## src/pkg/capfuse_pkg.sv

```systemverilog
// Constants and types for the fused capability register bank
package capfuse_pkg;
   localparam int unsigned CFG_AW = 8;
   localparam int unsigned WORD_W = 32;
   // Configuration-space word offsets
   localparam logic [7:0] OFF_CAP0 = 8'h84;
   localparam logic [7:0] OFF_CAP1 = 8'h88;
   localparam logic [7:0] OFF_CAP2 = 8'h8c;
   localparam logic [7:0] OFF_CLK_CFG = 8'hc0;
   localparam logic [7:0] OFF_PERF_CTL = 8'hc4;
   // First capability word
   localparam int unsigned CAP0_UP_BIT = 0;
   localparam int unsigned CAP0_WAY_LO_BIT = 2;
   localparam int unsigned CAP0_WAY_HI_BIT = 3;
   localparam int unsigned CAP0_MT_OFF_BIT = 12;
   // Second capability word
   localparam int unsigned CAP1_FSTEP_OFF_BIT = 4;
   localparam int unsigned CAP1_PWR_OFF_BIT = 5;
   localparam int unsigned CAP1_EXT_IRQ_BIT = 7;
   localparam int unsigned CAP1_PA_LO = 23;
   localparam int unsigned CAP1_PA_HI = 25;
   localparam int unsigned CAP1_MFC_LO = 26;
   localparam int unsigned CAP1_MFC_OC_BIT = 29;
   localparam int unsigned CAP1_MFC_MAX_HI = 28;
   localparam int unsigned CAP1_MIRROR_OFF_BIT = 31;
   // Third capability word
   localparam int unsigned CAP2_WIDE_LO = 1;
   localparam int unsigned CAP2_WIDE_HI = 2;
   localparam int unsigned CAP2_DMA_OFF_BIT = 14;
   localparam int unsigned CAP2_GEN3_OFF_BIT = 15;
   localparam int unsigned CAP2_LINK0_OFF_BIT = 23;
   localparam int unsigned CAP2_LINK1_OFF_BIT = 24;
   localparam int unsigned CAP2_SPD_LO = 25;
   localparam int unsigned CAP2_SPD_HI = 29;
   localparam int unsigned CAP2_LINK2_OFF_BIT = 30;
   // Writable control words
   localparam int unsigned CLK_SEL_LO = 4;
   localparam int unsigned CLK_SEL_HI = 6;
   localparam int unsigned PERF_RATIO_LO = 8;
   localparam int unsigned PERF_RATIO_HI = 15;
   localparam logic [2:0] CLK_SEL_RST = 3'h0;
   localparam logic [7:0] PERF_RATIO_RST = 8'h00;
   // Memory frequency ceilings, lower code is the faster ceiling
   localparam logic [2:0] MF_1333 = 3'h6;
   localparam logic [2:0] MF_1600 = 3'h5;
   localparam logic [2:0] MF_1866 = 3'h4;
   // Physical address size codes and widths
   localparam logic [2:0] PA_CODE_46 = 3'h0;
   localparam logic [2:0] PA_CODE_44 = 3'h2;
   localparam logic [2:0] PA_CODE_36 = 3'h5;
   localparam logic [2:0] PA_CODE_40 = 3'h6;
   localparam logic [5:0] PA_BITS_46 = 6'h2e;
   localparam logic [5:0] PA_BITS_44 = 6'h2c;
   localparam logic [5:0] PA_BITS_36 = 6'h24;
   localparam logic [5:0] PA_BITS_40 = 6'h28;
   localparam logic [5:0] PA_BITS_UNCORE = PA_BITS_44;
   // Cycles spent letting the fuse synchroniser fill after reset
   localparam logic [1:0] FUSE_SETTLE = 2'h3;
   typedef enum logic [1:0] {WAY_1S, WAY_2S, WAY_4S, WAY_8S} wayness_t;
   typedef enum logic [1:0] {ST_SYNC, ST_LOAD, ST_READY} fuse_st_t;
endpackage

```

## src/pkg/cap_if.sv

```systemverilog
// Carrier between the capability store and its field decoder
`timescale 1ns/10ps
interface cap_if;
   logic [31:0] cap0;
   logic [31:0] cap1;
   logic [31:0] cap2;
   logic [1:0] wayness;
   logic [5:0] pa_bits;
   logic [2:0] link_on;
   logic wide_limit;
   logic overclock;
   logic [7:0] sel_ok;
   modport src (output cap0, cap1, cap2,
      input wayness, pa_bits, link_on, wide_limit, overclock, sel_ok);
   modport dec (input cap0, cap1, cap2,
      output wayness, pa_bits, link_on, wide_limit, overclock, sel_ok);
endinterface

```

## src/hw/cap_field_decode.sv

```systemverilog
// Field decoder for the fused capability words
`timescale 1ns/10ps
module cap_field_decode
   import capfuse_pkg::*;
(
   cap_if.dec c
);
   logic [2:0] mf_max;
   logic mf_legal;

   assign c.wayness = {c.cap0[CAP0_WAY_HI_BIT], c.cap0[CAP0_WAY_LO_BIT]};
   assign c.overclock = c.cap1[CAP1_MFC_OC_BIT];
   assign mf_max = c.cap1[CAP1_MFC_MAX_HI:CAP1_MFC_LO];
   // Reserved ceilings admit no select value unless the overclock bit is set
   assign mf_legal = (mf_max == MF_1333) || (mf_max == MF_1600) ||
      (mf_max == MF_1866);
   assign c.link_on = ~{c.cap2[CAP2_LINK2_OFF_BIT],
      c.cap2[CAP2_LINK1_OFF_BIT], c.cap2[CAP2_LINK0_OFF_BIT]};
   assign c.wide_limit = |c.cap2[CAP2_WIDE_HI:CAP2_WIDE_LO];

   genvar g;
   generate
      for (g = 0; g < 8; g++) begin : g_sel
         localparam logic [2:0] CODE = 3'(g);
         assign c.sel_ok[g] = c.overclock ||
            (mf_legal && CODE >= mf_max && CODE <= MF_1333);
      end
   endgenerate

   always_comb begin
      unique case (c.cap1[CAP1_PA_HI:CAP1_PA_LO])
         PA_CODE_46: c.pa_bits = PA_BITS_46;
         PA_CODE_44: c.pa_bits = PA_BITS_44;
         PA_CODE_36: c.pa_bits = PA_BITS_36;
         PA_CODE_40: c.pa_bits = PA_BITS_40;
         default: c.pa_bits = PA_BITS_UNCORE;
      endcase
   end
endmodule

```

## src/hw/sku_capability_fuse_regs.sv

```systemverilog
// Fused capability register bank with the controls it gates
`timescale 1ns/10ps
module sku_capability_fuse_regs
   import capfuse_pkg::*;
(
   input wire logic clk_in,
   input wire logic rst_n_in,
   input wire logic ce_in,
   input wire logic [31:0] fuse_cap0_in,
   input wire logic [31:0] fuse_cap1_in,
   input wire logic [31:0] fuse_cap2_in,
   input wire logic cfg_req_in,
   input wire logic cfg_we_in,
   input wire logic [7:0] cfg_addr_in,
   input wire logic [31:0] cfg_wdata_in,
   output logic cfg_ack_out,
   output logic [31:0] cfg_rdata_out,
   output logic write_refused_out,
   output logic fuse_ready_out,
   output logic [1:0] socket_wayness_out,
   output logic uniprocessor_variant_out,
   output logic multithread_off_out,
   output logic mirroring_active_out,
   output logic [5:0] core_pa_bits_out,
   output logic power_gating_on_out,
   output logic ext_irq_ctrl_mode_on_out,
   output logic [2:0] coherent_link_on_out,
   output logic [4:0] link_speed_allowed_out,
   output logic wide_port_limit_out,
   output logic gen3_signalling_off_out,
   output logic dma_engine_off_out,
   output logic [2:0] mem_freq_sel_out,
   output logic [7:0] perf_ratio_out
);
   cap_if cif ();
   cap_field_decode u_decode (.c(cif));

   logic [31:0] meta0_q, meta1_q, meta2_q;
   logic [31:0] sync0_q, sync1_q, sync2_q;
   logic [31:0] cap0_q, cap1_q, cap2_q;
   fuse_st_t state_q;
   logic [1:0] settle_q;
   logic rd_hit, wr_hit;
   logic [2:0] sel_wr;
   logic [7:0] ratio_wr;
   logic sel_refuse, perf_refuse;
   logic [31:0] rdata_d;

   assign cif.cap0 = cap0_q;
   assign cif.cap1 = cap1_q;
   assign cif.cap2 = cap2_q;

   // Fuse levels come from outside this clock, two flops before use
   always_ff @(posedge clk_in or negedge rst_n_in) begin
      if (!rst_n_in) begin
         meta0_q <= '0;
         meta1_q <= '0;
         meta2_q <= '0;
         sync0_q <= '0;
         sync1_q <= '0;
         sync2_q <= '0;
      end else if (ce_in) begin
         meta0_q <= fuse_cap0_in;
         meta1_q <= fuse_cap1_in;
         meta2_q <= fuse_cap2_in;
         sync0_q <= meta0_q;
         sync1_q <= meta1_q;
         sync2_q <= meta2_q;
      end
   end

   // Fuses are caught once after reset; later pin noise cannot alter them
   always_ff @(posedge clk_in or negedge rst_n_in) begin
      if (!rst_n_in) begin
         state_q <= ST_SYNC;
         settle_q <= '0;
      end else if (ce_in) begin
         unique case (state_q)
            ST_SYNC: begin
               if (settle_q == FUSE_SETTLE) begin
                  state_q <= ST_LOAD;
               end else begin
                  settle_q <= settle_q + 2'h1;
               end
            end
            ST_LOAD: state_q <= ST_READY;
            ST_READY: state_q <= ST_READY;
            default: state_q <= ST_SYNC;
         endcase
      end
   end

   always_ff @(posedge clk_in or negedge rst_n_in) begin
      if (!rst_n_in) begin
         cap0_q <= '0;
         cap1_q <= '0;
         cap2_q <= '0;
      end else if (ce_in && state_q == ST_LOAD) begin
         cap0_q <= sync0_q;
         cap1_q <= sync1_q;
         cap2_q <= sync2_q;
      end
   end

   // Decoded controls lag the words by a cycle, so ready does as well
   always_ff @(posedge clk_in or negedge rst_n_in) begin
      if (!rst_n_in) begin
         fuse_ready_out <= 1'b0;
         socket_wayness_out <= WAY_1S;
         uniprocessor_variant_out <= 1'b0;
         multithread_off_out <= 1'b0;
         mirroring_active_out <= 1'b0;
         core_pa_bits_out <= PA_BITS_UNCORE;
         power_gating_on_out <= 1'b0;
         ext_irq_ctrl_mode_on_out <= 1'b0;
         coherent_link_on_out <= '0;
         link_speed_allowed_out <= '0;
         wide_port_limit_out <= 1'b0;
         gen3_signalling_off_out <= 1'b0;
         dma_engine_off_out <= 1'b0;
      end else if (ce_in) begin
         fuse_ready_out <= (state_q == ST_READY);
         socket_wayness_out <= cif.wayness;
         uniprocessor_variant_out <= cap0_q[CAP0_UP_BIT];
         multithread_off_out <= cap0_q[CAP0_MT_OFF_BIT];
         mirroring_active_out <= ~cap1_q[CAP1_MIRROR_OFF_BIT];
         core_pa_bits_out <= cif.pa_bits;
         power_gating_on_out <= ~cap1_q[CAP1_PWR_OFF_BIT];
         ext_irq_ctrl_mode_on_out <= cap1_q[CAP1_EXT_IRQ_BIT];
         coherent_link_on_out <= cif.link_on;
         link_speed_allowed_out <= cap2_q[CAP2_SPD_HI:CAP2_SPD_LO];
         wide_port_limit_out <= cif.wide_limit;
         gen3_signalling_off_out <= cap2_q[CAP2_GEN3_OFF_BIT];
         dma_engine_off_out <= cap2_q[CAP2_DMA_OFF_BIT];
      end
   end

   assign rd_hit = ce_in && cfg_req_in && !cfg_we_in;
   assign wr_hit = ce_in && cfg_req_in && cfg_we_in;
   assign sel_wr = cfg_wdata_in[CLK_SEL_HI:CLK_SEL_LO];
   assign ratio_wr = cfg_wdata_in[PERF_RATIO_HI:PERF_RATIO_LO];
   // Writes before the fuses are known are refused to stay safe
   assign sel_refuse = !fuse_ready_out || !cif.sel_ok[sel_wr];
   assign perf_refuse = !fuse_ready_out ||
      (cap1_q[CAP1_FSTEP_OFF_BIT] && ratio_wr != perf_ratio_out);

   always_ff @(posedge clk_in or negedge rst_n_in) begin
      if (!rst_n_in) begin
         mem_freq_sel_out <= CLK_SEL_RST;
      end else if (wr_hit && cfg_addr_in == OFF_CLK_CFG && !sel_refuse) begin
         mem_freq_sel_out <= sel_wr;
      end
   end

   always_ff @(posedge clk_in or negedge rst_n_in) begin
      if (!rst_n_in) begin
         perf_ratio_out <= PERF_RATIO_RST;
      end else if (wr_hit && cfg_addr_in == OFF_PERF_CTL && !perf_refuse) begin
         perf_ratio_out <= ratio_wr;
      end
   end

   always_comb begin
      rdata_d = '0;
      unique case (cfg_addr_in)
         OFF_CAP0: rdata_d = cap0_q;
         OFF_CAP1: rdata_d = cap1_q;
         OFF_CAP2: rdata_d = cap2_q;
         OFF_CLK_CFG: rdata_d[CLK_SEL_HI:CLK_SEL_LO] = mem_freq_sel_out;
         OFF_PERF_CTL: rdata_d[PERF_RATIO_HI:PERF_RATIO_LO] = perf_ratio_out;
         default: rdata_d = '0;
      endcase
   end

   // Every access is answered one cycle later; capability writes are dropped
   always_ff @(posedge clk_in or negedge rst_n_in) begin
      if (!rst_n_in) begin
         cfg_ack_out <= 1'b0;
         cfg_rdata_out <= '0;
         write_refused_out <= 1'b0;
      end else if (ce_in) begin
         cfg_ack_out <= cfg_req_in;
         if (rd_hit) begin
            cfg_rdata_out <= rdata_d;
         end
         write_refused_out <= wr_hit && (
            (cfg_addr_in == OFF_CLK_CFG && sel_refuse) ||
            (cfg_addr_in == OFF_PERF_CTL && perf_refuse));
      end
   end
endmodule

```

## config.mk

```make
export PLATFORM = sky130hd
export DESIGN_NAME = sku_capability_fuse_regs
export DESIGN_NICKNAME = d
export VERILOG_FILES = /design/src/pkg/capfuse_pkg.sv /design/src/pkg/cap_if.sv /design/src/hw/cap_field_decode.sv /design/src/hw/sku_capability_fuse_regs.sv
export SDC_FILE = /design/constraint.sdc
export NUM_CORES = 1
export LEC_CHECK = 0
export ABC_CLOCK_PERIOD_IN_PS = 4500
export BUFFER_PORTS_ARGS = -buffer_cell sky130_fd_sc_hd__buf_4
export CAP_MARGIN = 20
export CORE_MARGIN = 4
export CORE_UTILIZATION = 40
export CTS_BUF_LIST = sky130_fd_sc_hd__clkbuf_4 sky130_fd_sc_hd__clkbuf_8
export CTS_CLUSTER_SIZE = 24
export DETAILED_ROUTE_END_ITERATION = 16
export GPL_ROUTABILITY_DRIVEN = 0
export PLACE_DENSITY = 0.64
export SLEW_MARGIN = 0
export SYNTH_ARGS = -nofsm -noshare
export SYNTH_HDL_FRONTEND = slang
export SYNTH_SLANG_ARGS = --single-unit
```

## constraint.sdc

```tcl
create_clock -name clk_in -period 4.5 [get_ports clk_in]
set_input_delay 0.45 -clock clk_in [delete_from_list [all_inputs] [get_ports clk_in]]
set_output_delay 0.45 -clock clk_in [all_outputs]
set_load 0.05 [all_outputs]
```

==> results.txt, run 1 <==
Standard-cell rows = 69
Cell area power density = 527 mW/mm^2
Horizontal die dimension = 197 microns
Cell area reported after detailed placement = 0.0161 sq mm
RSZ-0062 raised after global routing = false
Worst-case hold slack = 0.0616 ns
Post-Syn Area per Cell = 15.1 sq um
TritonCTS clock tree = yes
Worst clock skew = 0.0237 ns
Post-Synth XOR/XNOR Area = 0.611%
Top cells by instance count after synthesis = sky130_fd_sc_hd__dfrtp_1 (357), sky130_fd_sc_hd__mux2_2 (327), sky130_fd_sc_hd__a22oi_1 (33)
CP peak stage delay = 0.63 ns
Core Box Area = 0.0355 sq mm
Top cell type by total area after synthesis = sky130_fd_sc_hd__dfrtp_1
Most numerous cell in the Yosys netlist = sky130_fd_sc_hd__dfrtp_1
Main area contributors after synthesis = sky130_fd_sc_hd__dfrtp_1 (62%), sky130_fd_sc_hd__mux2_2 (26%), sky130_fd_sc_hd__a22oi_1 (1.7%), sky130_fd_sc_hd__o21ai_0 (0.98%), sky130_fd_sc_hd__mux2i_1 (0.91%)
Share of the clock period used by the worst path = 55.2%
Via count of the first global-routing pass = 8997
Antenna violations before repair = 0
Pin count of the biggest net entering global routing = 164
Initial Util = 40.4%
Crit path arrival time = 2.99 ns
Vias per cell = 4.98
Master cell of the clock root buffer = sky130_fd_sc_hd__clkbuf_8
Cell count after synthesis = 949
Period minus WS final = 2.48 ns
Count of input and output buffers = 186
Height of the chip = 197 microns
Number of nets with antenna violations after detailed routing = 0
Design Area, Final = 0.0181 sq mm
Sequential cell area fraction in the yosys report = 62.7%
Post-Route Setup TNS = 0 ns
FF+latch count, synth = 359
Worst-path fanout max = 56
Filler cells = 3100
Max Clock Freq = 402 MHz
Kind of launch point of the worst setup path = flip-flop
Static leakage = 8.23 nW
Insertion delay of the later-clocked pin in the worst-skew pair = 0.64 ns
Fraction of the mapped netlist area in compound gates = 4.36%
Type of the worst min-delay path = in2reg
Area of the die = 0.0389 sq mm
Transition time of the tightest slew-check pin = 1.03 ns
Count of flip-flops with a built-in enable after synthesis = 0
Total count of hold-check failures in the final report = 0
Max Transition Viols Final = 0
Vias post-DR = 8557
Maximum resistive drop on vdd = 0.280 mV
Result of the run = finished clean
Synthesis-to-layout area growth = 26.2%
Half-perimeter wire length after placement = 21.6 mm
Layout cell share with drive strength beyond 1 = 50.6%
Post-CTS setup buffer count = 0
Largest family of logic cells by synthesized area = multiplexers
Post-Syn Area = 0.0143 sq mm
Global-route usage over all layers = 17.1%
Async set-reset flop share out of synthesis = 100%
Worst max-slew margin expressed relative to the limit = 31.1%
Slowest cell on the critical path = sky130_fd_sc_hd__nand2_4
Multiplexer share of the synthesized area = 27.4%
Net count of the finished layout = 1364
Hold buffers post-CTS = 71
Post-layout total power = 9.52 mW
Routed wire length per instance = 19.2 microns
Type of the setup path with the least slack = reg2reg
Number of levels the H-tree was split into = 2
TritonCTS Sinks = 359
# resized after CTS = 0
Most frequently used flop master after synthesis = sky130_fd_sc_hd__dfrtp_1
Longest Clk Path Bufs = 3
Clock transition at the register clock pins on the worst setup and hold paths after CTS = 0.06 ns
Simple-gate share of the synthesized area = 2.06%
Violation count after the first detailed-route iteration = 426
Final Routed Wirelength = 33.0 mm
Number of distinct library cells after synthesis = 42
Final setup violation count = 0
GRT Residual Overflow = 0
Adder-cell area share of the yosys netlist = 0.349%
Wire length of the first global-routing pass = 52.1 mm
Yosys warnings = 0
Top cell type's share of synthesized area = 62.4%
Post-route DRC violation count = 0
Data required time of the critical path = 5.01 ns
Iteration count of the initial detailed-routing pass = 4
Number of top-level design ports = 211
TritonCTS Buffers = 60
Element type at the critical path end = flip-flop
Number of max-cap violations = 0
Worst path cell trace = ha_1 > nand2_4 > buf_4 > mux2_2
## cells by family (layout without fill, tap and decap cells)
family                     after synthesis  in the layout
buffers and inverters                   74            382
AOI/OAI and AO/OA                       92             92
other                                    2              4
adders and majority gates                4              4
and+or+nand+nor                         60             60
xor gates and xnor gates                10             10
muxes                                  348            348
DFF                                    359            359
## sequential cells by signal, summed over array words and instances (netlist names), 5 cells and up
signal / count
cap2_q: 32
sync2_q: 32
sync1_q: 32
meta1_q: 32
cfg_rdata_out: 32
sync0_q: 32
cap0_q: 32
perf_ratio_out: 8
meta2_q: 32
meta0_q: 32
link_speed_allowed_out: 5
cap1_q: 32
## where the power goes
part	leakage, nW	internal, mW	switching (mW)
Clock	0.656	1.66	1.27
Sequential	4.34	4.00	0.573
Combinational	3.23	1.06	0.946
## per-stage QoR
step,utilization (%),worst slack [ns],instances
global route,50.9,1.90,1719
finish,50.9,2.02,1720
global placement,45.5,1.86,1546
CTS,50.9,1.99,1718
detailed placement,45.5,1.84,1546
floorplan,-,2.48,950
## final timing paths
path,from,to,slack (ns),depth (start not counted)
worst max-delay path,state_q[0],cap2_q[1],2.02,4
worst min-delay path,fuse_cap0_in[22],meta0_q[22],0.06,2
worst max register to register,state_q[0],cap2_q[1],2.02,4
worst min register to register,cfg_rdata_out[1],cfg_rdata_out[1],0.48,2
max in group asynchronous,rst_n_in,meta1_q[28],2.97,3
min in group asynchronous,rst_n_in,meta2_q[10],0.46,2
## cell type report
type / instances / area (sq um) / area share (%)
Antenna cell: 1 / 2.50 / 0.0138
Clock buffer: 87 / 1090 / 6.04
Clock inverter: 14 / 133 / 0.734
Inverter: 16 / 60.1 / 0.332
Multi-Input combinational cell: 517 / 5010 / 27.7
Sequential cell: 359 / 8990 / 49.7
Tap cell: 461 / 577 / 3.19
Timing Repair Buffer: 265 / 2220 / 12.3
## cell usage in the layout, fill, tap and decap left out, types with 5 or more instances in the layout
master	n
sky130_fd_sc_hd__nand2_1	29
sky130_fd_sc_hd__clkinv_2	9
sky130_fd_sc_hd__xor2_1	9
sky130_fd_sc_hd__a22oi_1	33
sky130_fd_sc_hd__o21ai_0	28
sky130_fd_sc_hd__o22ai_1	8
sky130_fd_sc_hd__nor2_1	5
sky130_fd_sc_hd__inv_1	16
sky130_fd_sc_hd__a21oi_1	5
sky130_fd_sc_hd__mux2_2	327
sky130_fd_sc_hd__mux2i_1	13
sky130_fd_sc_hd__buf_4	188
sky130_fd_sc_hd__clkbuf_4	17
sky130_fd_sc_hd__dfrtp_1	357
sky130_fd_sc_hd__dlygate4sd3_1	71
sky130_fd_sc_hd__mux2_4	8
sky130_fd_sc_hd__a22o_1	8
sky130_fd_sc_hd__clkbuf_8	70
## metal layers
layer	vias to the layer above	wire [microns]	track usage (%)	part of all wire (%)
li1	3943	-	-	-
met1	4359	15800	25.4	48
met2	199	14500	24.7	44
met3	56	1630	3.46	4.9
met4	0	1020	7.06	3.1
met5	-	0	0	0
## critical path: cells and delay by family (launching register included)
family	cells	cell delay [ns]
buf+inv	1	0.61
flops	1	0.40
simple gates	1	0.63
fa+ha+maj	1	0.24
mux	1	0.39
(Power assumes the default switching activity.)
==> run 2, diff against run 1 <==
--- a/config.mk
+++ b/config.mk
@@ -5,7 +5,7 @@
 export SDC_FILE = /design/constraint.sdc
 export NUM_CORES = 1
 export LEC_CHECK = 0
-export ABC_CLOCK_PERIOD_IN_PS = 4500
+export ABC_CLOCK_PERIOD_IN_PS = 2200
 export BUFFER_PORTS_ARGS = -buffer_cell sky130_fd_sc_hd__buf_4
 export CAP_MARGIN = 20
 export CORE_MARGIN = 4
@@ -14,7 +14,7 @@
 export CTS_CLUSTER_SIZE = 24
 export DETAILED_ROUTE_END_ITERATION = 16
 export GPL_ROUTABILITY_DRIVEN = 0
-export PLACE_DENSITY = 0.64
+export PLACE_DENSITY = 0.67
 export SLEW_MARGIN = 0
 export SYNTH_ARGS = -nofsm -noshare
 export SYNTH_HDL_FRONTEND = slang
==> constraint.sdc (replaced) <==
create_clock -name clk_in -period 2.2 [get_ports clk_in]
set_input_delay 0.22 -clock clk_in [delete_from_list [all_inputs] [get_ports clk_in]]
set_output_delay 0.22 -clock clk_in [all_outputs]
set_load 0.05 [all_outputs]
==> run 2 against run 1 <==
Global-route usage hardly changed. Design area is 3.1% higher. Power is 110% higher. Utilization is 1.6 points higher. Combinational power is 110% higher. Routed wire length is 1.5% higher. Die area stayed put. Non-clock buffer count is 51 higher. Clock power is 110% higher. Register-to-register slack worse by 1.9 ns.
==> results.txt, run 2 (synthesis results as in run 1) <==
Minimum setup slack in the final design = 0.0756 ns (was 2.02 ns)
Data required time of the critical path = 2.68 ns (was 5.01 ns)
GRT Residual Overflow = 0 (unchanged)
Result of the run = finished clean (unchanged)
Net count of the finished layout = 1414 (was 1364)
Global-route usage over all layers = 17.1% (about the same)
Synthesis-to-layout area growth = 30.0% (was 26.2%)
Via count of the first global-routing pass = 9397 (was 8997)
Max Transition Viols Final = 0 (unchanged)
Final setup violation count = 0 (unchanged)
Violation count after the first detailed-route iteration = 530 (was 426)
Wire length of the first global-routing pass = 52.7 mm (was 52.1 mm)
Antenna violations before repair = 0 (unchanged)
Post-layout total power = 19.6 mW (was 9.52 mW)
Vias per cell = 4.99 (was 4.98)
TritonCTS clock tree = yes (unchanged)
Core Box Area = 0.0355 sq mm (unchanged)
Timing startpoint of the critical path = perf_ratio_out[7] (was state_q[0])
Number of levels the H-tree was split into = 2 (unchanged)
Most frequent standard cell in the layout excluding fill and tap cells = sky130_fd_sc_hd__dfrtp_1 (unchanged)
Worst-path fanout max = 8 (was 56)
Layout cell share with drive strength beyond 1 = 49.6% (was 50.6%)
Share of the clock period used by the worst path = 96.6% (was 55.2%)
End-of-flow core utilization = 52.5% (was 50.9%)
Insertion delay of the later-clocked pin in the worst-skew pair = 0.61 ns (was 0.64 ns)
# resized after CTS = 0 (unchanged)
Number of nets with antenna violations after detailed routing = 0 (unchanged)
TritonCTS Sinks = 359 (unchanged)
Max Clock Freq = 471 MHz (was 402 MHz)
Reg-to-Reg Start = perf_ratio_out[7] (was state_q[0])
Horizontal die dimension = 197 microns (unchanged)
Worst clock skew = 0.0237 ns (about the same)
TritonCTS Buffers = 59 (was 60)
Element type at the critical path end = flip-flop (unchanged)
Routed wire length per instance = 18.9 microns (was 19.2 microns)
Count of input and output buffers = 186 (unchanged)
Standard-cell rows = 69 (unchanged)
Area of the die = 0.0389 sq mm (unchanged)
Half-perimeter wire length after placement = 22.1 mm (was 21.6 mm)
CP peak stage delay = 0.50 ns (was 0.63 ns)
Static leakage = 8.48 nW (was 8.23 nW)
Clock transition at the register clock pins on the worst setup and hold paths after CTS = 0.06 ns (about the same)
Post-route DRC violation count = 0 (unchanged)
Post-Route Setup TNS = 0 ns (unchanged)
Kind of launch point of the worst setup path = flip-flop (unchanged)
Worst max-slew margin expressed relative to the limit = 38.3% (was 31.1%)
Master cell of the clock root buffer = sky130_fd_sc_hd__clkbuf_8 (unchanged)
Slowest cell on the critical path = sky130_fd_sc_hd__a211o_1 (was sky130_fd_sc_hd__nand2_4)
Maximum resistive drop on vdd = 0.617 mV (was 0.280 mV)
Commonest non-fill, non-tap cells in the layout = sky130_fd_sc_hd__dfrtp_1 (357), sky130_fd_sc_hd__mux2_2 (327), sky130_fd_sc_hd__buf_4 (196), sky130_fd_sc_hd__dlygate4sd3_1 (111), sky130_fd_sc_hd__clkbuf_8 (71) (was sky130_fd_sc_hd__dfrtp_1 (357), sky130_fd_sc_hd__mux2_2 (327), sky130_fd_sc_hd__buf_4 (188), sky130_fd_sc_hd__dlygate4sd3_1 (71), sky130_fd_sc_hd__clkbuf_8 (70))
Beginning of the worst hold path = cfg_addr_in[6] (was fuse_cap0_in[22])
Worst-case hold slack = 0.0680 ns (was 0.0616 ns)
Type of the worst min-delay path = in2reg (unchanged)
Number of top-level design ports = 211 (unchanged)
Pin count of the biggest net entering global routing = 110 (was 164)
Reg-to-reg setup timing slack = 0.08 ns (was 2.02 ns)
RSZ-0062 raised after global routing = false (unchanged)
Pre-CTS setup slack = 0.123 ns (was 1.84 ns)
Height of the chip = 197 microns (unchanged)
Period minus WS final = 2.12 ns (was 2.48 ns)
Total count of hold-check failures in the final report = 0 (unchanged)
Iteration count of the initial detailed-routing pass = 4 (unchanged)
Antenna Cells = 0 (was 1)
Worst path cell trace = xor2_1 > nor4_1 > nand2_1 > a211o_1 > mux2_4 (was ha_1 > nand2_4 > buf_4 > mux2_2)
Vias post-DR = 8849 (was 8557)
Final Routed Wirelength = 33.5 mm (was 33.0 mm)
Cell area power density = 1050 mW/mm^2 (was 527 mW/mm^2)
Number of max-cap violations = 0 (unchanged)
Transition time of the tightest slew-check pin = 0.925 ns (was 1.03 ns)
Crit path arrival time = 2.61 ns (was 2.99 ns)
Initial Util = 40.4% (unchanged)
Type of the setup path with the least slack = reg2reg (unchanged)
Longest Clk Path Bufs = 3 (unchanged)
[run 2: cell count changes in the layout (fill, tap and decap cells not counted), moves of 4 or more]
cell	previous run	this run
sky130_fd_sc_hd__buf_4	188	196
sky130_fd_sc_hd__dlygate4sd3_1	71	111
sky130_fd_sc_hd__clkbuf_4	17	23
sky130_fd_sc_hd__buf_12	3	7
[run 2: worst paths after layout]
check	cells after the start	to
worst max-delay path	5	perf_ratio_out[7]
worst min-delay path	3	write_refused_out
worst max register to register	5	perf_ratio_out[7]
worst min register to register	2	cfg_rdata_out[17]
max in group asynchronous	3	uniprocessor_variant_out
min in group asynchronous	2	cap1_q[2]
[run 2: final cells by class]
class / count / area, sq um
sequential: 359 / 8990
clock inverter: 11 / 108
fill: 3025 / 16900
tap: 461 / 577
multi-input combinational: 517 / 5010
timing repair buffer: 316 / 2750
clock buffer: 93 / 1140
inverter: 16 / 60.1
[run 2: routing by layer]
| metal | vias up | GRT usage [%] | share of wire, % |
|---|---|---|---|
| li1 | 4060 | - | - |
| met1 | 4498 | 24.6 | 48 |
| met2 | 218 | 25.6 | 44 |
| met3 | 73 | 3.46 | 4.6 |
| met4 | 0 | 7.19 | 4.0 |
| met5 | - | 0 | 0 |
[run 2: worst max-delay path: cells and delay by family, from the launching register on]
kind            cells  cell delay [ns]
mux                 1             0.37
compound gates      1             0.50
xor+xnor            1             0.20
flops               1             0.45
simple gates        2             0.49
[run 2: through the flow]
stage | instance area [sq um] | cells
3_3_place_gp | 16300 | 1558
2_1_floorplan | 14300 | 950
6_report | 18600 | 1773
4_1_cts | 18600 | 1773
5_1_grt | 18600 | 1773
3_5_place_dp | 16300 | 1558
[run 2: power by group]
part | total (mW) | leakage [nW] | switching, mW | internal (mW)
Combinational | 4.20 | 3.47 | 1.95 | 2.25
Sequential | 9.31 | 4.34 | 1.12 | 8.19
Clock | 6.09 | 0.669 | 2.60 | 3.49
[run 2: timing repair]
| item | CTS | global route |
|---|---|---|
| endpoints found under the hold margin | 466 | 0 |
| hold buffers | 111 | 0 |
| setup buffers | 0 | 0 |
